**src/rtl/dtc_pkg.sv**
```systemverilog
// Package for the dual timer with capture/reload block
// Assumes a single 40 MHz system clock and synchronous pin inputs
`default_nettype none
package dtc_pkg;
  // Counter width
  localparam int TMR_WIDTH = 16;
  // Base step: one count slot per this many clocks
  localparam int BASE_STEP = 2;
  // Prescaler select width (divide by 2**n base steps)
  localparam int PRE_WIDTH = 3;
  // Reset values
  localparam logic [15:0] TMR_RESET = 16'h0000;
  // Timer clock source select
  typedef enum logic [1:0]
  {
    SRC_PRESCALE = 2'b00, // Prescaled system clock
    SRC_PIN      = 2'b01, // External count pin edge
    SRC_LATCH    = 2'b10, // Core toggle latch edge (aux only)
    SRC_STOP     = 2'b11  // Stopped
  } dtc_src_type;
  // Edge select
  typedef enum logic [1:0]
  {
    EDGE_NONE = 2'b00,
    EDGE_RISE = 2'b01,
    EDGE_FALL = 2'b10,
    EDGE_BOTH = 2'b11
  } dtc_edge_type;
  // Edge detect with selection
  function automatic logic edge_hit(input logic now, input logic prev, input dtc_edge_type sel);
    edge_hit = (sel[0] && now && !prev) || (sel[1] && !now && prev);
  endfunction : edge_hit
endpackage : dtc_pkg
`default_nettype wire

```
**src/rtl/dtc_timer.sv**
```systemverilog
// One 16-bit up/down timer with tick, direction, load and clear control
// Assumes all trigger inputs are already synchronous single-cycle events
`default_nettype none
module dtc_timer
  import dtc_pkg::*;
#(
  parameter int WIDTH = TMR_WIDTH
)
(
  // Clock and reset
  input  wire logic             clk,
  input  wire logic             rst,
  // Count control
  input  wire logic             countTick,
  input  wire logic             countDown,
  // Load and clear
  input  wire logic             load,
  input  wire logic [WIDTH-1:0] loadValue,
  input  wire logic             clear,
  // State
  output logic      [WIDTH-1:0] value,
  output logic                  wrap
);
  // Terminal values for wrap detection
  wire atMax = &value;
  wire atMin = ~|value;
  // Wrap event when a tick passes the end
  assign wrap = countTick && (countDown ? atMin : atMax);
  wire [WIDTH-1:0] stepped = countDown ? value - 1'b1 : value + 1'b1;
  // Counter register; clear beats load beats count
  always_ff @(posedge clk or posedge rst)
  begin
    if (rst)
      value <= '0;
    else if (clear)
      value <= '0;
    else if (load)
      value <= loadValue;
    else if (countTick)
      value <= stepped;
  end
endmodule : dtc_timer
`default_nettype wire

```
**src/rtl/dtc_timer_unit.sv**
```systemverilog
// Second timer module: aux timer, core timer, capture/reload register
// Assumes pins are synchronous to clk but may still be metastable-prone
`default_nettype none
module dtc_timer_unit
  import dtc_pkg::*;
(
  // Clock and reset
  input  wire logic                 clk,
  input  wire logic                 rst,
  // External pins
  input  wire logic                 auxCountPin,
  input  wire logic                 auxDirPin,
  input  wire logic                 coreCountPin,
  input  wire logic                 coreDirPin,
  input  wire logic                 capturePin,
  input  wire logic                 firstCountPin,
  input  wire logic                 firstDirPin,
  // Aux timer configuration
  input  wire dtc_src_type          auxSrc,
  input  wire logic [PRE_WIDTH-1:0] auxPrescale,
  input  wire logic                 auxDown,
  input  wire logic                 auxDirPinEn,
  input  wire dtc_edge_type         auxPinEdge,
  // Core timer configuration
  input  wire dtc_src_type          coreSrc,
  input  wire logic [PRE_WIDTH-1:0] corePrescale,
  input  wire logic                 coreDown,
  input  wire logic                 coreDirPinEn,
  input  wire dtc_edge_type         corePinEdge,
  input  wire logic                 reloadEn,
  input  wire logic                 toggleOutEn,
  // Capture configuration
  input  wire dtc_edge_type         captureEdge,
  input  wire logic                 captureFromFirst,
  input  wire dtc_edge_type         firstCountEdge,
  input  wire dtc_edge_type         firstDirEdge,
  input  wire logic                 clearAfterCapture,
  // Flag clears from software
  input  wire logic                 auxFlagClr,
  input  wire logic                 coreFlagClr,
  input  wire logic                 captureFlagClr,
  // State and outputs
  output logic [TMR_WIDTH-1:0]      auxValue,
  output logic [TMR_WIDTH-1:0]      coreValue,
  output logic [TMR_WIDTH-1:0]      captureReloadReg,
  output logic                      coreToggleLatch,
  output logic                      toggleOutputPin,
  output logic                      compareClockTick,
  output logic                      auxFlag,
  output logic                      coreFlag,
  output logic                      captureFlag
);
  localparam int NPIN = 7;
  // Two-stage synchronisers for all pins
  wire [NPIN-1:0] pinRaw = {firstDirPin, firstCountPin, capturePin, coreDirPin,
                            coreCountPin, auxDirPin, auxCountPin};
  logic [NPIN-1:0] syncA;
  logic [NPIN-1:0] syncB;
  logic [NPIN-1:0] syncC;
  // Synchroniser and history chain
  always_ff @(posedge clk or posedge rst)
  begin
    if (rst)
    begin
      syncA <= '0;
      syncB <= '0;
      syncC <= '0;
    end
    else
    begin
      syncA <= pinRaw;
      syncB <= syncA;
      syncC <= syncB;
    end
  end
  // Base step strobe, every second clock
  logic baseDiv;
  logic [7:0] preCount;
  always_ff @(posedge clk or posedge rst)
  begin
    if (rst)
      baseDiv <= 1'b0;
    else
      baseDiv <= ~baseDiv;
  end
  wire baseStep = baseDiv;
  // Free prescale counter of base steps
  always_ff @(posedge clk or posedge rst)
  begin
    if (rst)
      preCount <= 8'h00;
    else if (baseStep)
      preCount <= preCount + 8'h01;
  end
  // Prescaled slot: all low bits below the select are ones
  // Pure function of its arguments, so callers gate it with baseStep
  function automatic logic pre_tick(input logic [7:0] cnt, input logic [PRE_WIDTH-1:0] sel);
    logic [7:0] mask;
    mask = 8'((9'h001 << sel) - 9'h001);
    pre_tick = ((cnt & mask) == mask);
  endfunction : pre_tick
  // Pin edge events, each a one-cycle pulse from the synchronised level and its history bit
  wire auxPinEv   = edge_hit(syncB[0], syncC[0], auxPinEdge);
  wire corePinEv  = edge_hit(syncB[2], syncC[2], corePinEdge);
  wire captureEv  = edge_hit(syncB[4], syncC[4], captureEdge);
  wire firstEv    = captureFromFirst &&
                    (edge_hit(syncB[5], syncC[5], firstCountEdge) ||
                     edge_hit(syncB[6], syncC[6], firstDirEdge));
  wire captureHit = captureEv || firstEv;
  // Pending pin and latch counts held until the next base step
  logic auxPend;
  logic corePend;
  logic latchPend;
  wire coreWrap;
  wire auxWrap;
  // Core and aux timer tick selection
  wire coreTick = (coreSrc == SRC_PRESCALE) ? baseStep && pre_tick(preCount, corePrescale) :
                  (coreSrc == SRC_PIN)      ? baseStep && corePend : 1'b0;
  wire auxTick  = (auxSrc == SRC_PRESCALE)  ? baseStep && pre_tick(preCount, auxPrescale) :
                  (auxSrc == SRC_PIN)       ? baseStep && auxPend :
                  (auxSrc == SRC_LATCH)     ? baseStep && latchPend : 1'b0;
  // Direction: pin level overrides when enabled
  wire auxDir  = auxDirPinEn  ? syncB[1] : auxDown;
  wire coreDir = coreDirPinEn ? syncB[3] : coreDown;
  // Pending event capture, set wins over consume
  always_ff @(posedge clk or posedge rst)
  begin
    if (rst)
    begin
      auxPend   <= 1'b0;
      corePend  <= 1'b0;
      latchPend <= 1'b0;
    end
    else
    begin
      auxPend   <= auxPinEv  || (auxPend  && !baseStep);
      corePend  <= corePinEv || (corePend && !baseStep);
      latchPend <= coreWrap  || (latchPend && !baseStep);
    end
  end
  // Aux timer; cleared after capture when enabled
  dtc_timer #(.WIDTH(TMR_WIDTH)) u_aux
  (
    .clk       (clk),
    .rst       (rst),
    .countTick (auxTick),
    .countDown (auxDir),
    .load      (1'b0),
    .loadValue (TMR_RESET),
    .clear     (captureHit && clearAfterCapture),
    .value     (auxValue),
    .wrap      (auxWrap)
  );
  // Core timer; reloads from capture/reload register on wrap
  dtc_timer #(.WIDTH(TMR_WIDTH)) u_core
  (
    .clk       (clk),
    .rst       (rst),
    .countTick (coreTick),
    .countDown (coreDir),
    .load      (coreWrap && reloadEn),
    .loadValue (captureReloadReg),
    .clear     (1'b0),
    .value     (coreValue),
    .wrap      (coreWrap)
  );
  // Capture register and toggle latch
  always_ff @(posedge clk or posedge rst)
  begin
    if (rst)
    begin
      captureReloadReg <= TMR_RESET;
      coreToggleLatch  <= 1'b0;
      toggleOutputPin  <= 1'b0;
      compareClockTick <= 1'b0;
    end
    else
    begin
      if (captureHit)
        captureReloadReg <= auxValue;
      if (coreWrap)
        coreToggleLatch <= ~coreToggleLatch;
      toggleOutputPin  <= toggleOutEn && (coreToggleLatch ^ coreWrap);
      compareClockTick <= coreWrap;
    end
  end
  // Request flags, set wins over clear
  always_ff @(posedge clk or posedge rst)
  begin
    if (rst)
    begin
      auxFlag     <= 1'b0;
      coreFlag    <= 1'b0;
      captureFlag <= 1'b0;
    end
    else
    begin
      auxFlag     <= auxWrap    || (auxFlag && !auxFlagClr);
      coreFlag    <= coreWrap   || (coreFlag && !coreFlagClr);
      captureFlag <= captureHit || (captureFlag && !captureFlagClr);
    end
  end
  // Checks
  toggle_flip_a: assert property (@(posedge clk) disable iff (rst)
    coreWrap |=> coreToggleLatch != $past(coreToggleLatch))
    else $error("toggle latch did not invert on wrap");
  toggle_hold_a: assert property (@(posedge clk) disable iff (rst)
    !coreWrap |=> $stable(coreToggleLatch))
    else $error("toggle latch changed without wrap");
  capture_copy_a: assert property (@(posedge clk) disable iff (rst)
    captureHit |=> captureReloadReg == $past(auxValue))
    else $error("capture did not copy aux timer");
  capture_clear_a: assert property (@(posedge clk) disable iff (rst)
    captureHit && clearAfterCapture |=> auxValue == 16'h0000)
    else $error("aux timer not cleared after capture");
  core_reload_a: assert property (@(posedge clk) disable iff (rst)
    coreWrap && reloadEn |=> coreValue == $past(captureReloadReg))
    else $error("core timer not reloaded");
  step_rate_a: assert property (@(posedge clk) disable iff (rst)
    coreTick |=> !coreTick)
    else $error("core timer counted faster than two clocks");
  core_flag_a: assert property (@(posedge clk) disable iff (rst)
    coreWrap |=> coreFlag)
    else $error("core flag not raised on wrap");
  capture_flag_a: assert property (@(posedge clk) disable iff (rst)
    captureHit |=> captureFlag)
    else $error("capture flag not raised");
  direction_a: assert property (@(posedge clk) disable iff (rst)
    coreTick && !coreWrap && !coreDir |=> coreValue == 16'($past(coreValue) + 16'h0001))
    else $error("core timer did not count up");
endmodule : dtc_timer_unit
`default_nettype wire

```
**config.mk**
```make
export PLATFORM = sky130hd
export DESIGN_NAME = dtc_timer_unit
export DESIGN_NICKNAME = d
export VERILOG_FILES = /design/src/rtl/dtc_pkg.sv /design/src/rtl/dtc_timer.sv /design/src/rtl/dtc_timer_unit.sv
export SDC_FILE = /design/constraint.sdc
export NUM_CORES = 1
export LEC_CHECK = 0
export ABC_AREA = 1
export BUFFER_PORTS_ARGS = -buffer_cell sky130_fd_sc_hd__buf_2
export CORE_MARGIN = 1
export CORE_UTILIZATION = 40
export DETAILED_ROUTE_END_ITERATION = 12
export SLEW_MARGIN = 30
export SYNTH_ARGS = -nofsm -noshare
export SYNTH_HDL_FRONTEND = slang
export SYNTH_SLANG_ARGS = --single-unit
```
**constraint.sdc**
```tcl
create_clock -name clk -period 2.4 [get_ports clk]
set_input_delay 0.24 -clock clk [delete_from_list [all_inputs] [get_ports clk]]
set_output_delay 0.24 -clock clk [all_outputs]
set_load 0.01 [all_outputs]
```
==> out/qor.yml, run 1 <==
status:
  status: "finished with violations"
  violations: "negative hold slack"
yosys:
  synth.avg_cell_area_um2: 7.41
  yosysTopAreaCell: "dfrtp_1"
  yosys.area_share.adder: 0.0774
  synth_fp_nets: 774
  yosysWarnings: 0
  synth_edf_count: 0
  muxShareOfSynthArea: 0.00216
  synth_top_family_by_area: "simple AND/OR/NAND/NOR gates"
  synth_xor_area_frac: 0.0303
  synth_common_cells: "nand2_1, inv_1, dfrtp_1, nand3_1, nor2_1"
  synth_compound_area_frac: 0.101
  synthCells: 703
  synth-simple-area-share: 0.309
  synth_top_flop_cell: "dfrtp_1"
  synth-async-reset-ratio: 1.00
  ys_ff_latch: 84
  synth_area_leaders: "dfrtp_1, nand2_1, ha_1"
  yosysSeqAreaShare: 0.404
  synth.most_common_cell: "nand2_1"
  ys_types: 38
  synth_top_area_frac: 0.404
  synth_area_mm2: 0.00521
placed_design:
  io_buffers: 93
  dp.final_hpwl_mm: 10.3
  gp_congestion: 0.919
floorplan:
  die_x_um: 116
  boundaryPins: 94
  dieArea_mm2: 0.0135
  core_area_mm2: 0.0127
  die_y_um: 116
  rows: 41
  floorplan.initialDensity: 0.411
timing:
  fin_skew_ns: 0.00862
  hold_viol_final: 2
  max_freq_mhz: 451
  setup_violations: 0
  slew_viol_final: 0
  holdWs_ns: -0.000585
  period_minus_slack_ns: 2.22
  finalSetupTns_ns: 0
  rsz0062_at_grt: "yes"
  finalCritPeriodShare: 0.923
  slew_headroom: 0.595
  worst_slew_pin_slew_ns: 0.606
grt:
  antenna_found_initial: 0
  grt_pass1_wl_mm: 22.9
  grt_usage: 0.221
  gr-total-overflow: 0
  grt_max_degree: 85
  grt_pass1_vias: 4802
power_and_ir_drop:
  p_per_area_mw_per_mm2: 1050
  peakVddDrop_v: 0.000352
  power_leakage_nw: 3.36
layout:
  final_nets: 879
  fin_util: 0.495
  area_growth_pct: 20.6
  drive_gt1_frac: 0.166
  n_fill_cell: 1266
  n_antenna_cell: 0
clocking:
  clock-root-buffer: "clkbuf_16"
  insertion_delay_ns: 0.35
  path_clk_slew_ns: 0.07
  cts_max_level: 3
  cts_made_buffers: 9
  cts_tree: "built"
  cts_num_sinks: 84
  clockBufferDepth: 2
detailed_routing:
  drt-total-wl_mm: 13.5
  drc: 0
  via_per_inst: 4.95
  antenna_left: 0
  post_drt_wl_per_cell_um: 13.7
  dr.pass1.iters: 6
  vias: 4878
  drtIter0Drc: 229
worst_setup_path:
  critPathSlowestCell: "ha_1"
  cp_common_cell: "nand2_1"
  cp-end-kind: "flop"
  worstPathMaxFanout: 16
  critPathLaunchType: "flop"
  criticalPathCategory: "reg2reg"
  path_buf_inv: 2
  worstPathCellList: "inv_1 > nand2_1 > o21ai_2 > inv_4 > ha_1 > a21oi_1 > o21ai_0 > a21oi_1 > nand2_1 > nand2_1 > nand3_1 > nand2_1 > nand2_1"
  worstPathRequired_ns: 2.65
  critPathMaxStageDelay_ns: 0.37
  arrival_ns: 2.46
  cpLargestDelayFamily: "compound AO/OA/AOI/OAI gates"
job:
  max_cap_violations: 0
hold_path:
  holdCritPathClass: "in2async"
[worst paths after layout]
path	from	end	slack, ns	cells after the start
setup / recovery	syncB[3]$_DFF_PP0_	u_core.value[14]$_DFFE_PP0P_	0.18	13
hold / removal	rst	syncA[1]$_DFF_PP0_	-0.0006	3
setup reg to reg	syncB[3]$_DFF_PP0_	u_core.value[14]$_DFFE_PP0P_	0.18	13
hold reg to reg	syncA[4]$_DFF_PP0_	syncB[4]$_DFF_PP0_	0.35	0
max in group asynchronous	rst	captureReloadReg[11]$_DFFE_PP0N_	2.04	3
min in group clk	auxFlagClr	auxFlag$_DFF_PP0_	0.07	2
[worst reg2reg max path: stages, from the launching register on]
cell	delay (ns)
dfrtp_1	0.36
inv_1	0.04
nand2_1	0.05
o21ai_2	0.14
inv_4	0.16
ha_1	0.37
a21oi_1	0.26
o21ai_0	0.17
a21oi_1	0.22
nand2_1	0.08
nand2_1	0.06
nand3_1	0.07
nand2_1	0.09
nand2_1	0.05
[through the flow]
| step | std cells | area, um2 | worst slack (ns) | power (mW) |
|---|---|---|---|---|
| 2_1_floorplan | 703 | 5210 | 0.401 | 4.18 |
| 3_3_place_gp | 962 | 5880 | 0.131 | 5.11 |
| 3_5_place_dp | 962 | 5880 | 0.0296 | 5.13 |
| 4_1_cts | 985 | 6260 | 0.0690 | 6.64 |
| 5_1_grt | 985 | 6280 | -0.0303 | 7.20 |
| 6_report | 985 | 6280 | 0.184 | 6.61 |
[what timing repair did]
| action | CTS | global route |
|---|---|---|
| resized for setup | 0 | 7 |
| hold buffers | 7 | 0 |
| endpoints found under the hold margin | 7 | 0 |
| endpoints found under the setup margin | 0 | 13 |
| buffers inserted | 0 | 0 |
[per-layer routing]
metal	vias to the layer above	GRT usage	wire, um
li1	2501	-	-
met1	2266	0.287	6300
met2	97	0.379	6480
met3	14	0.0356	474
met4	0	0.0615	208
met5	-	0	0
[state kept, by name, indices dropped and copies added, names as in the netlist]
signal and count:
captureReloadReg 16, u_aux.value 16, u_core.value 16, preCount 7
syncA 7, syncB 7, syncC 5, auxFlag 1
auxPend 1, baseDiv 1, captureFlag 1, compareClockTick 1
coreFlag 1, corePend 1, coreToggleLatch 1, latchPend 1
toggleOutputPin 1
[report_power, final]
part / internal (mW) / total [mW] / leakage (nW) / switching [mW]
sequential: 1.72 / 2.15 / 1.06 / 0.427
clock: 0.853 / 1.47 / 0.152 / 0.614
combinational: 1.20 / 3.00 / 2.15 / 1.80
total: 3.77 / 6.61 / 3.36 / 2.84
[final cells by class]
type,instances,area [um2],area share
clock buffer,10,239,0.0381
inverter,89,340,0.0542
clock inverter,6,75.1,0.0120
tap,172,215,0.0343
multi-input combinational,519,2720,0.433
sequential,84,2100,0.335
timing repair buffer,105,586,0.0933
[cell usage in the layout, fill, tap and decap left out, drive strengths merged, types with 8 or more instances in the layout]
| cell | instances |
|---|---|
| xor2 | 8 |
| o21ai | 43 |
| xnor2 | 10 |
| a21oi | 31 |
| ha | 29 |
| clkbuf | 10 |
| nand2 | 220 |
| inv | 92 |
| nor2 | 58 |
| nand3 | 65 |
| nand4 | 17 |
| dfrtp | 84 |
| buf | 98 |
[kinds of logic (layout without fill, tap and decap cells)]
| logic type | count (synthesis) | count (layout) |
|---|---|---|
| AOI/OAI and AO/OA | 96 | 96 |
| and+or+nand+nor | 373 | 373 |
| buffers and inverters | 100 | 210 |
| xor gates and xnor gates | 18 | 18 |
| adders and majority gates | 31 | 31 |
| DFF | 84 | 84 |
| muxes | 1 | 1 |
Power figures use the tool's default switching activity.
==> run 2, diff against run 1 <==
--- a/config.mk
+++ b/config.mk
@@ -10,6 +10,7 @@
 export CORE_MARGIN = 1
 export CORE_UTILIZATION = 40
 export DETAILED_ROUTE_END_ITERATION = 12
+export HOLD_SLACK_MARGIN = 0.15
 export SLEW_MARGIN = 30
 export SYNTH_ARGS = -nofsm -noshare
 export SYNTH_HDL_FRONTEND = slang
==> run 2 against run 1 <==
The run now ends clean. Wire length up 0.59%. Worst hold slack better by 0.17 ns. Sequential cell count unchanged. Global-route usage rose by 0.10 points. Sequential share of layout area down 0.26 points. Core utilization grew 0.40 points. Count of clock-buffer cells in the layout stayed put. Non-clock buffer count increased by 5. Via count rose by 0.57%. First-iteration DRC count up 7.9%. Largest power group unchanged.
==> out/qor.yml, run 2 (synthesis gave the netlist of run 1 again) <==
timing:
  setup_ws_ns: 0.180  # was 0.184 ns
  slew_headroom: 0.598  # was 0.595
  worst_slew_pin_slew_ns: 0.602  # was 0.606 ns
  period_minus_slack_ns: 2.22  # about the same
  setup_violations: 0  # unchanged
  max_freq_mhz: 450  # was 451 MHz
  finalCritPeriodShare: 0.925  # was 0.923
  rsz0062_at_grt: "yes"  # unchanged
  fin_skew_ns: 0.00931  # was 0.00862 ns
  hold_viol_final: 0  # was 2
  slew_viol_final: 0  # unchanged
power_and_ir_drop:
  p_int_mw: 3.78  # was 3.77 mW
  p_per_area_mw_per_mm2: 1050  # about the same
  swShare: 0.430  # about the same
  peakVddDrop_v: 0.000351  # was 0.000352 V
  pwr-share-clk: 0.222  # about the same
  power_frac_comb: 0.454  # was 0.453
  power_mw: 6.62  # was 6.61 mW
  power_frac_seq: 0.324  # was 0.325
  power_leakage_nw: 3.38  # was 3.36 nW
  p_switching_mw: 2.85  # was 2.84 mW
grt:
  grt_pass1_vias: 4826  # was 4802
  grt_usage: 0.222  # was 0.221
  gr-total-overflow: 0  # unchanged
  grt_max_degree: 85  # unchanged
  antenna_found_initial: 0  # unchanged
  grt_pass1_wl_mm: 23.0  # was 22.9 mm
worst_setup_path:
  path_buf_inv: 2  # unchanged
  critPathLaunchType: "flop"  # unchanged
  cp_common_cell: "nand2_1"  # unchanged
  worstPathMaxFanout: 16  # unchanged
  critPathMaxStageDelay_ns: 0.37  # about the same
  cp.depth: 13  # unchanged
  reg2reg_depth: 13  # unchanged
  worstPathRequired_ns: 2.65  # about the same
  criticalPathCategory: "reg2reg"  # unchanged
  cpLargestDelayFamily: "compound AO/OA/AOI/OAI gates"  # unchanged
  worstPathCellList: "inv_1 > nand2_1 > o21ai_2 > inv_4 > ha_1 > a21oi_1 > o21ai_0 > a21oi_1 > nand2_1 > nand2_1 > nand3_1 > nand2_1 > nand2_1"  # unchanged
  arrival_ns: 2.47  # was 2.46 ns
  critPathSlowestCell: "ha_1"  # unchanged
  cp-end-kind: "flop"  # unchanged
layout:
  n_antenna_cell: 0  # unchanged
  final_cell_mix: "nand2_1, buf_2, inv_1"  # unchanged
  reg_top3: "captureReloadReg (16), u_aux.value (16), u_core.value (16)"  # unchanged
  area_growth_pct: 21.5  # was 20.6%
  drive_gt1_frac: 0.165  # was 0.166
  final_nets: 884  # was 879
  stdcell_count: 990  # was 985
  mostFrequentLayoutCell: "nand2_1"  # unchanged
  fin_util: 0.499  # was 0.495
clocking:
  clock-root-buffer: "clkbuf_16"  # unchanged
  cts_max_level: 3  # unchanged
  insertion_delay_ns: 0.35  # about the same
  clockBufferDepth: 2  # unchanged
  cts_made_buffers: 9  # unchanged
  cts_setup_buffers: 0  # unchanged
  cts_tree: "built"  # unchanged
  path_clk_slew_ns: 0.07  # about the same
  cts_num_sinks: 84  # unchanged
detailed_routing:
  drtIter0Drc: 247  # was 229
  drt-total-wl_mm: 13.5  # about the same
  post_drt_wl_per_cell_um: 13.7  # about the same
  vias: 4906  # was 4878
  via_per_inst: 4.96  # was 4.95
  antenna_left: 0  # unchanged
  drc: 0  # unchanged
  dr.pass1.iters: 7  # was 6
placed_design:
  dp.final_hpwl_mm: 10.3  # unchanged
  post-place-ws_ns: 0.0296  # unchanged
  gp_congestion: 0.919  # unchanged
  dp.cells: 962  # unchanged
  io_buffers: 93  # unchanged
status:
  status: "finished clean"  # was finished with violations
floorplan:
  dieArea_mm2: 0.0135  # unchanged
  boundaryPins: 94  # unchanged
  floorplan.initialDensity: 0.411  # unchanged
  die_y_um: 116  # unchanged
  die_x_um: 116  # unchanged
  core_area_mm2: 0.0127  # unchanged
  rows: 41  # unchanged
hold_path:
  hold_depth: 3
  holdCritPathClass: "in2reg"  # was in2async
job:
  max_cap_violations: 0  # unchanged
==> run 2: changes by cell type in the layout (fill, tap and decap cells not counted), sizes merged <==
cell / before / now
dlygate4sd3: 7 / 12
==> run 2: per-stage QoR <==
stage | TNS [ns] | hold WS, ns | area (um2)
finish | 0 | 0.165 | 6330
global route | -0.0303 | 0.174 | 6330
CTS | 0 | 0.162 | 6310
detailed placement | 0 | 0.335 | 5880
global placement | 0 | 0.333 | 5880
floorplan | 0 | 0.271 | 5210
==> run 2: power by group through the flow <==
stage	logic, mW	registers (mW)	clock network (mW)
2_1_floorplan	2.00	2.18	0
3_3_place_gp	2.94	2.16	0
3_5_place_dp	2.95	2.17	0
4_1_cts	2.99	2.15	1.51
5_1_grt	3.44	2.21	1.55
6_report	3.00	2.15	1.47
==> run 2: repair_timing <==
| item | in CTS | in global routing |
|---|---|---|
| resized for setup | 0 | 7 |
| endpoints found under the setup margin | 0 | 13 |
| hold endpoints to repair | 95 | 0 |
| hold buffers | 12 | 0 |
==> run 2: path summary, 6_finish.rpt <==
kind	slack [ns]	to	startpoint
setup / recovery	0.18	u_core.value[14]$_DFFE_PP0P_	syncB[3]$_DFF_PP0_
hold / removal	0.17	auxPend$_DFF_PP0_	auxPinEdge[0]
setup reg to reg	0.18	u_core.value[14]$_DFFE_PP0P_	syncB[3]$_DFF_PP0_
hold reg to reg	0.35	syncB[4]$_DFF_PP0_	syncA[4]$_DFF_PP0_
max in group asynchronous	1.48	captureReloadReg[11]$_DFFE_PP0N_	rst
min in group asynchronous	0.58	syncA[1]$_DFF_PP0_	rst
==> run 2: metal layers <==
layer | part of all wire | track usage | up-vias
met5 | 0 | 0 | -
met3 | 0.034 | 0.0356 | 14
met4 | 0.015 | 0.0615 | 0
met1 | 0.47 | 0.289 | 2283
met2 | 0.48 | 0.381 | 93
li1 | - | - | 2516
==> run 2: worst min-delay path, stage by stage <==
cell	delay, ns
buf_2	0.10
nand2_1	0.05
o221ai_1	0.08
==> run 2: area by class of cell <==
type	instances	area (um2)
Clock buffer	10	239
Clock inverter	6	75.1
Fill cell	1262	6340
Inverter	89	340
Multi-Input combinational cell	519	2720
Sequential cell	84	2100
Tap cell	172	215
Timing Repair Buffer	110	636
==> run 3, diff against run 2 <==
--- a/config.mk
+++ b/config.mk
@@ -8,7 +8,7 @@
 export ABC_AREA = 1
 export BUFFER_PORTS_ARGS = -buffer_cell sky130_fd_sc_hd__buf_2
 export CORE_MARGIN = 1
-export CORE_UTILIZATION = 40
+export CORE_UTILIZATION = 32
 export DETAILED_ROUTE_END_ITERATION = 12
 export HOLD_SLACK_MARGIN = 0.15
 export SLEW_MARGIN = 30
==> run 3 against run 2 <==
Via count down 2.1%. Wire length rose by 2.1%. Non-clock buffer count up 2. Global-route usage shrank 4.5 points.
==> out/qor.yml, run 3 (synthesis gave the netlist of run 1 again) <==
power_and_ir_drop:
  power_frac_comb: 0.459  # was 0.454
  power_mw: 6.67  # was 6.62 mW
  swShare: 0.429  # was 0.430
  power_frac_seq: 0.326  # was 0.324
  power_leakage_nw: 3.39  # was 3.38 nW
  pwr-share-clk: 0.215  # was 0.222
  peakVddDrop_v: 0.000432  # was 0.000351 V
  p_int_mw: 3.81  # was 3.78 mW
  p_per_area_mw_per_mm2: 1040  # was 1050 mW/mm2
  p_switching_mw: 2.86  # was 2.85 mW
detailed_routing:
  drtIter0Drc: 239  # was 247
  vias: 4803  # was 4906
  drt-total-wl_mm: 13.8  # was 13.5 mm
  dr.pass1.iters: 4  # was 7
  via_per_inst: 4.64  # was 4.96
  antenna_left: 0  # unchanged
  post_drt_wl_per_cell_um: 13.3  # was 13.7 um
  drc: 0  # unchanged
floorplan:
  floorplan.initialDensity: 0.328  # was 0.411
  dieArea_mm2: 0.0168  # was 0.0135 mm2
  die_y_um: 130  # was 116 um
  rows: 46  # was 41
  boundaryPins: 94  # unchanged
  die_x_um: 130  # was 116 um
  core_area_mm2: 0.0159  # was 0.0127 mm2
job:
  max_cap_violations: 0  # unchanged
grt:
  gr-total-overflow: 0  # unchanged
  grt_pass1_wl_mm: 23.0  # about the same
  grt_util_met3: 0.0252  # was 0.0356
  top_usage_layer: "met2"  # unchanged
  antenna_found_initial: 0  # unchanged
  grt_usage: 0.177  # was 0.222
  grt_use_met1: 0.239  # was 0.289
  grt_max_degree: 53  # was 85
  gr-usage-met2: 0.292  # was 0.381
  grt_pass1_vias: 4704  # was 4826
timing:
  max_freq_mhz: 448  # was 450 MHz
  holdWs_ns: 0.193  # was 0.165 ns
  rsz0062_at_grt: "yes"  # unchanged
  finalCritPeriodShare: 0.930  # was 0.925
  period_minus_slack_ns: 2.23  # was 2.22 ns
  worst_slew_pin_slew_ns: 0.549  # was 0.602 ns
  fin_skew_ns: 0.00768  # was 0.00931 ns
  hold_viol_final: 0  # unchanged
  setup_violations: 0  # unchanged
  slew_headroom: 0.633  # was 0.598
  slew_viol_final: 0  # unchanged
layout:
  final_cell_mix: "nand2_1, buf_2, inv_1"  # unchanged
  drive_gt1_frac: 0.170  # was 0.165
  mostFrequentLayoutCell: "nand2_1"  # unchanged
  area_growth_pct: 23.3  # was 21.5%
  reg_top3: "captureReloadReg (16), u_aux.value (16), u_core.value (16)"  # unchanged
  stdcell_count: 1036  # was 990
  finalInstanceArea_mm2: 0.00642  # was 0.00633 mm2
  n_antenna_cell: 0  # unchanged
  final_nets: 886  # was 884
worst_setup_path:
  critPathLaunchType: "flop"  # unchanged
  cp-end-kind: "flop"  # unchanged
  cp_common_cell: "nand2_1"  # unchanged
  reg2reg_depth: 15  # was 13
  worstPathCellList: "inv_1 > nand2_1 > o21ai_2 > inv_4 > ha_1 > a21oi_1 > nor2_1 > nor2_1 > nand2_1 > nand3b_1 > nand2_1 > nand2_1 > nand3_1 > nand2_1 > nand2_1"  # was inv_1 > nand2_1 > o21ai_2 > inv_4 > ha_1 > a21oi_1 > o21ai_0 > a21oi_1 > nand2_1 > nand2_1 > nand3_1 > nand2_1 > nand2_1
  worstPathRequired_ns: 2.63  # was 2.65 ns
  criticalPathCategory: "reg2reg"  # unchanged
  reg2reg_setup_slack_ns: 0.17  # was 0.18 ns
  r2r-start: "syncB[3]$_DFF_PP0_"  # unchanged
  arrival_ns: 2.47  # about the same
  critPathSlowestCell: "ha_1"  # unchanged
  worstPathMaxFanout: 16  # unchanged
  r2r-end: "u_core.value[15]$_DFFE_PP0P_"  # was u_core.value[14]$_DFFE_PP0P_
  critPathMaxStageDelay_ns: 0.38  # was 0.37 ns
placed_design:
  gp_congestion: 0.936  # was 0.919
  io_buffers: 93  # unchanged
  placed_area_mm2: 0.00595  # was 0.00588 mm2
  dp.cells: 1008  # was 962
  dp.final_hpwl_mm: 10.7  # was 10.3 mm
clocking:
  clock-root-buffer: "clkbuf_16"  # unchanged
  path_clk_slew_ns: 0.07  # about the same
  cts_made_buffers: 9  # unchanged
  insertion_delay_ns: 0.34  # was 0.35 ns
  cts_max_level: 3  # unchanged
  cts_setup_buffers: 0  # unchanged
  cts_tree: "built"  # unchanged
  cts_num_sinks: 84  # unchanged
  clockBufferDepth: 2  # unchanged
hold_path:
  hold_start: "corePinEdge[0]"  # was auxPinEdge[0]
  holdCritPathClass: "in2reg"  # unchanged
  hold_path_end: "corePend$_DFF_PP0_"  # was auxPend$_DFF_PP0_
  hold_depth: 3  # unchanged
status:
  status: "finished clean"  # unchanged
==> run 3: cell count changes in the layout (fill, tap and decap cells not counted), sizes merged <==
| cell | previous run | this run |
|---|---|---|
| buf | 98 | 100 |
| inv | 92 | 91 |
| clkinv | 0 | 1 |
==> run 3: how the worst max path moves through the flow <==
stage | start | to | slack [ns] | cells after the start
CTS | syncB[3]$_DFF_PP0_ | u_core.value[10]$_DFFE_PP0P_ | 0.1 | 16
detailed placement | coreDown | u_core.value[14]$_DFFE_PP0P_ | 0.07 | 12
finish | syncB[3]$_DFF_PP0_ | u_core.value[15]$_DFFE_PP0P_ | 0.17 | 15
global placement | coreDown | u_core.value[10]$_DFFE_PP0P_ | 0.09 | 15
floorplan | syncB[3]$_DFF_PP0_ | u_core.value[10]$_DFFE_PP0P_ | 0.40 | 16
global route | syncB[3]$_DFF_PP0_ | u_core.value[13]$_DFFE_PP0P_ | -0.003 | 13
==> run 3: through the flow <==
step | utilization | setup TNS (ns) | worst slack [ns]
after global routing | 0.404 | -0.00282 | -0.00282
final | 0.404 | 0 | 0.169
after global placement | 0.374 | 0 | 0.0862
after CTS | 0.401 | 0 | 0.0999
after floorplan | - | 0 | 0.401
after detailed placement | 0.374 | 0 | 0.0727
==> run 3: power groups by stage <==
stage	Clock (mW)	Sequential, mW	Combinational [mW]
global placement	0	2.19	2.99
CTS	1.48	2.17	3.02
finish	1.43	2.18	3.06
detailed placement	0	2.19	2.99
floorplan	0	2.18	2.00
global route	1.54	2.23	3.48
==> run 3: what timing repair did <==
action,4_1_cts,5_1_grt
setup endpoints to repair,0,12
endpoints found under the hold margin,95,0
hold buffers,12,0
gates resized for setup,0,8
==> run 3: cell type report <==
| class | count | area [um2] |
|---|---|---|
| Multi-Input combinational cell | 519 | 2750 |
| Inverter | 89 | 340 |
| Clock inverter | 6 | 68.8 |
| Timing Repair Buffer | 112 | 651 |
| Clock buffer | 10 | 239 |
| Fill cell | 1703 | 9470 |
| Tap cell | 216 | 270 |
| Sequential cell | 84 | 2100 |
==> run 3: layer usage <==
layer | vias to the layer above | part of all wire
li1 | 2518 | -
met1 | 2197 | 0.49
met2 | 80 | 0.47
met3 | 8 | 0.032
met4 | 0 | 0.0087
met5 | - | 0
==> run 3: critical path, delay by kind of cell (launching register included) <==
family / cells / cell delay, ns
buffers and inverters: 2 / 0.22
adders and majority gates: 1 / 0.38
and+or+nand+nor: 10 / 0.80
DFF: 1 / 0.36
AOI/OAI and AO/OA: 2 / 0.37
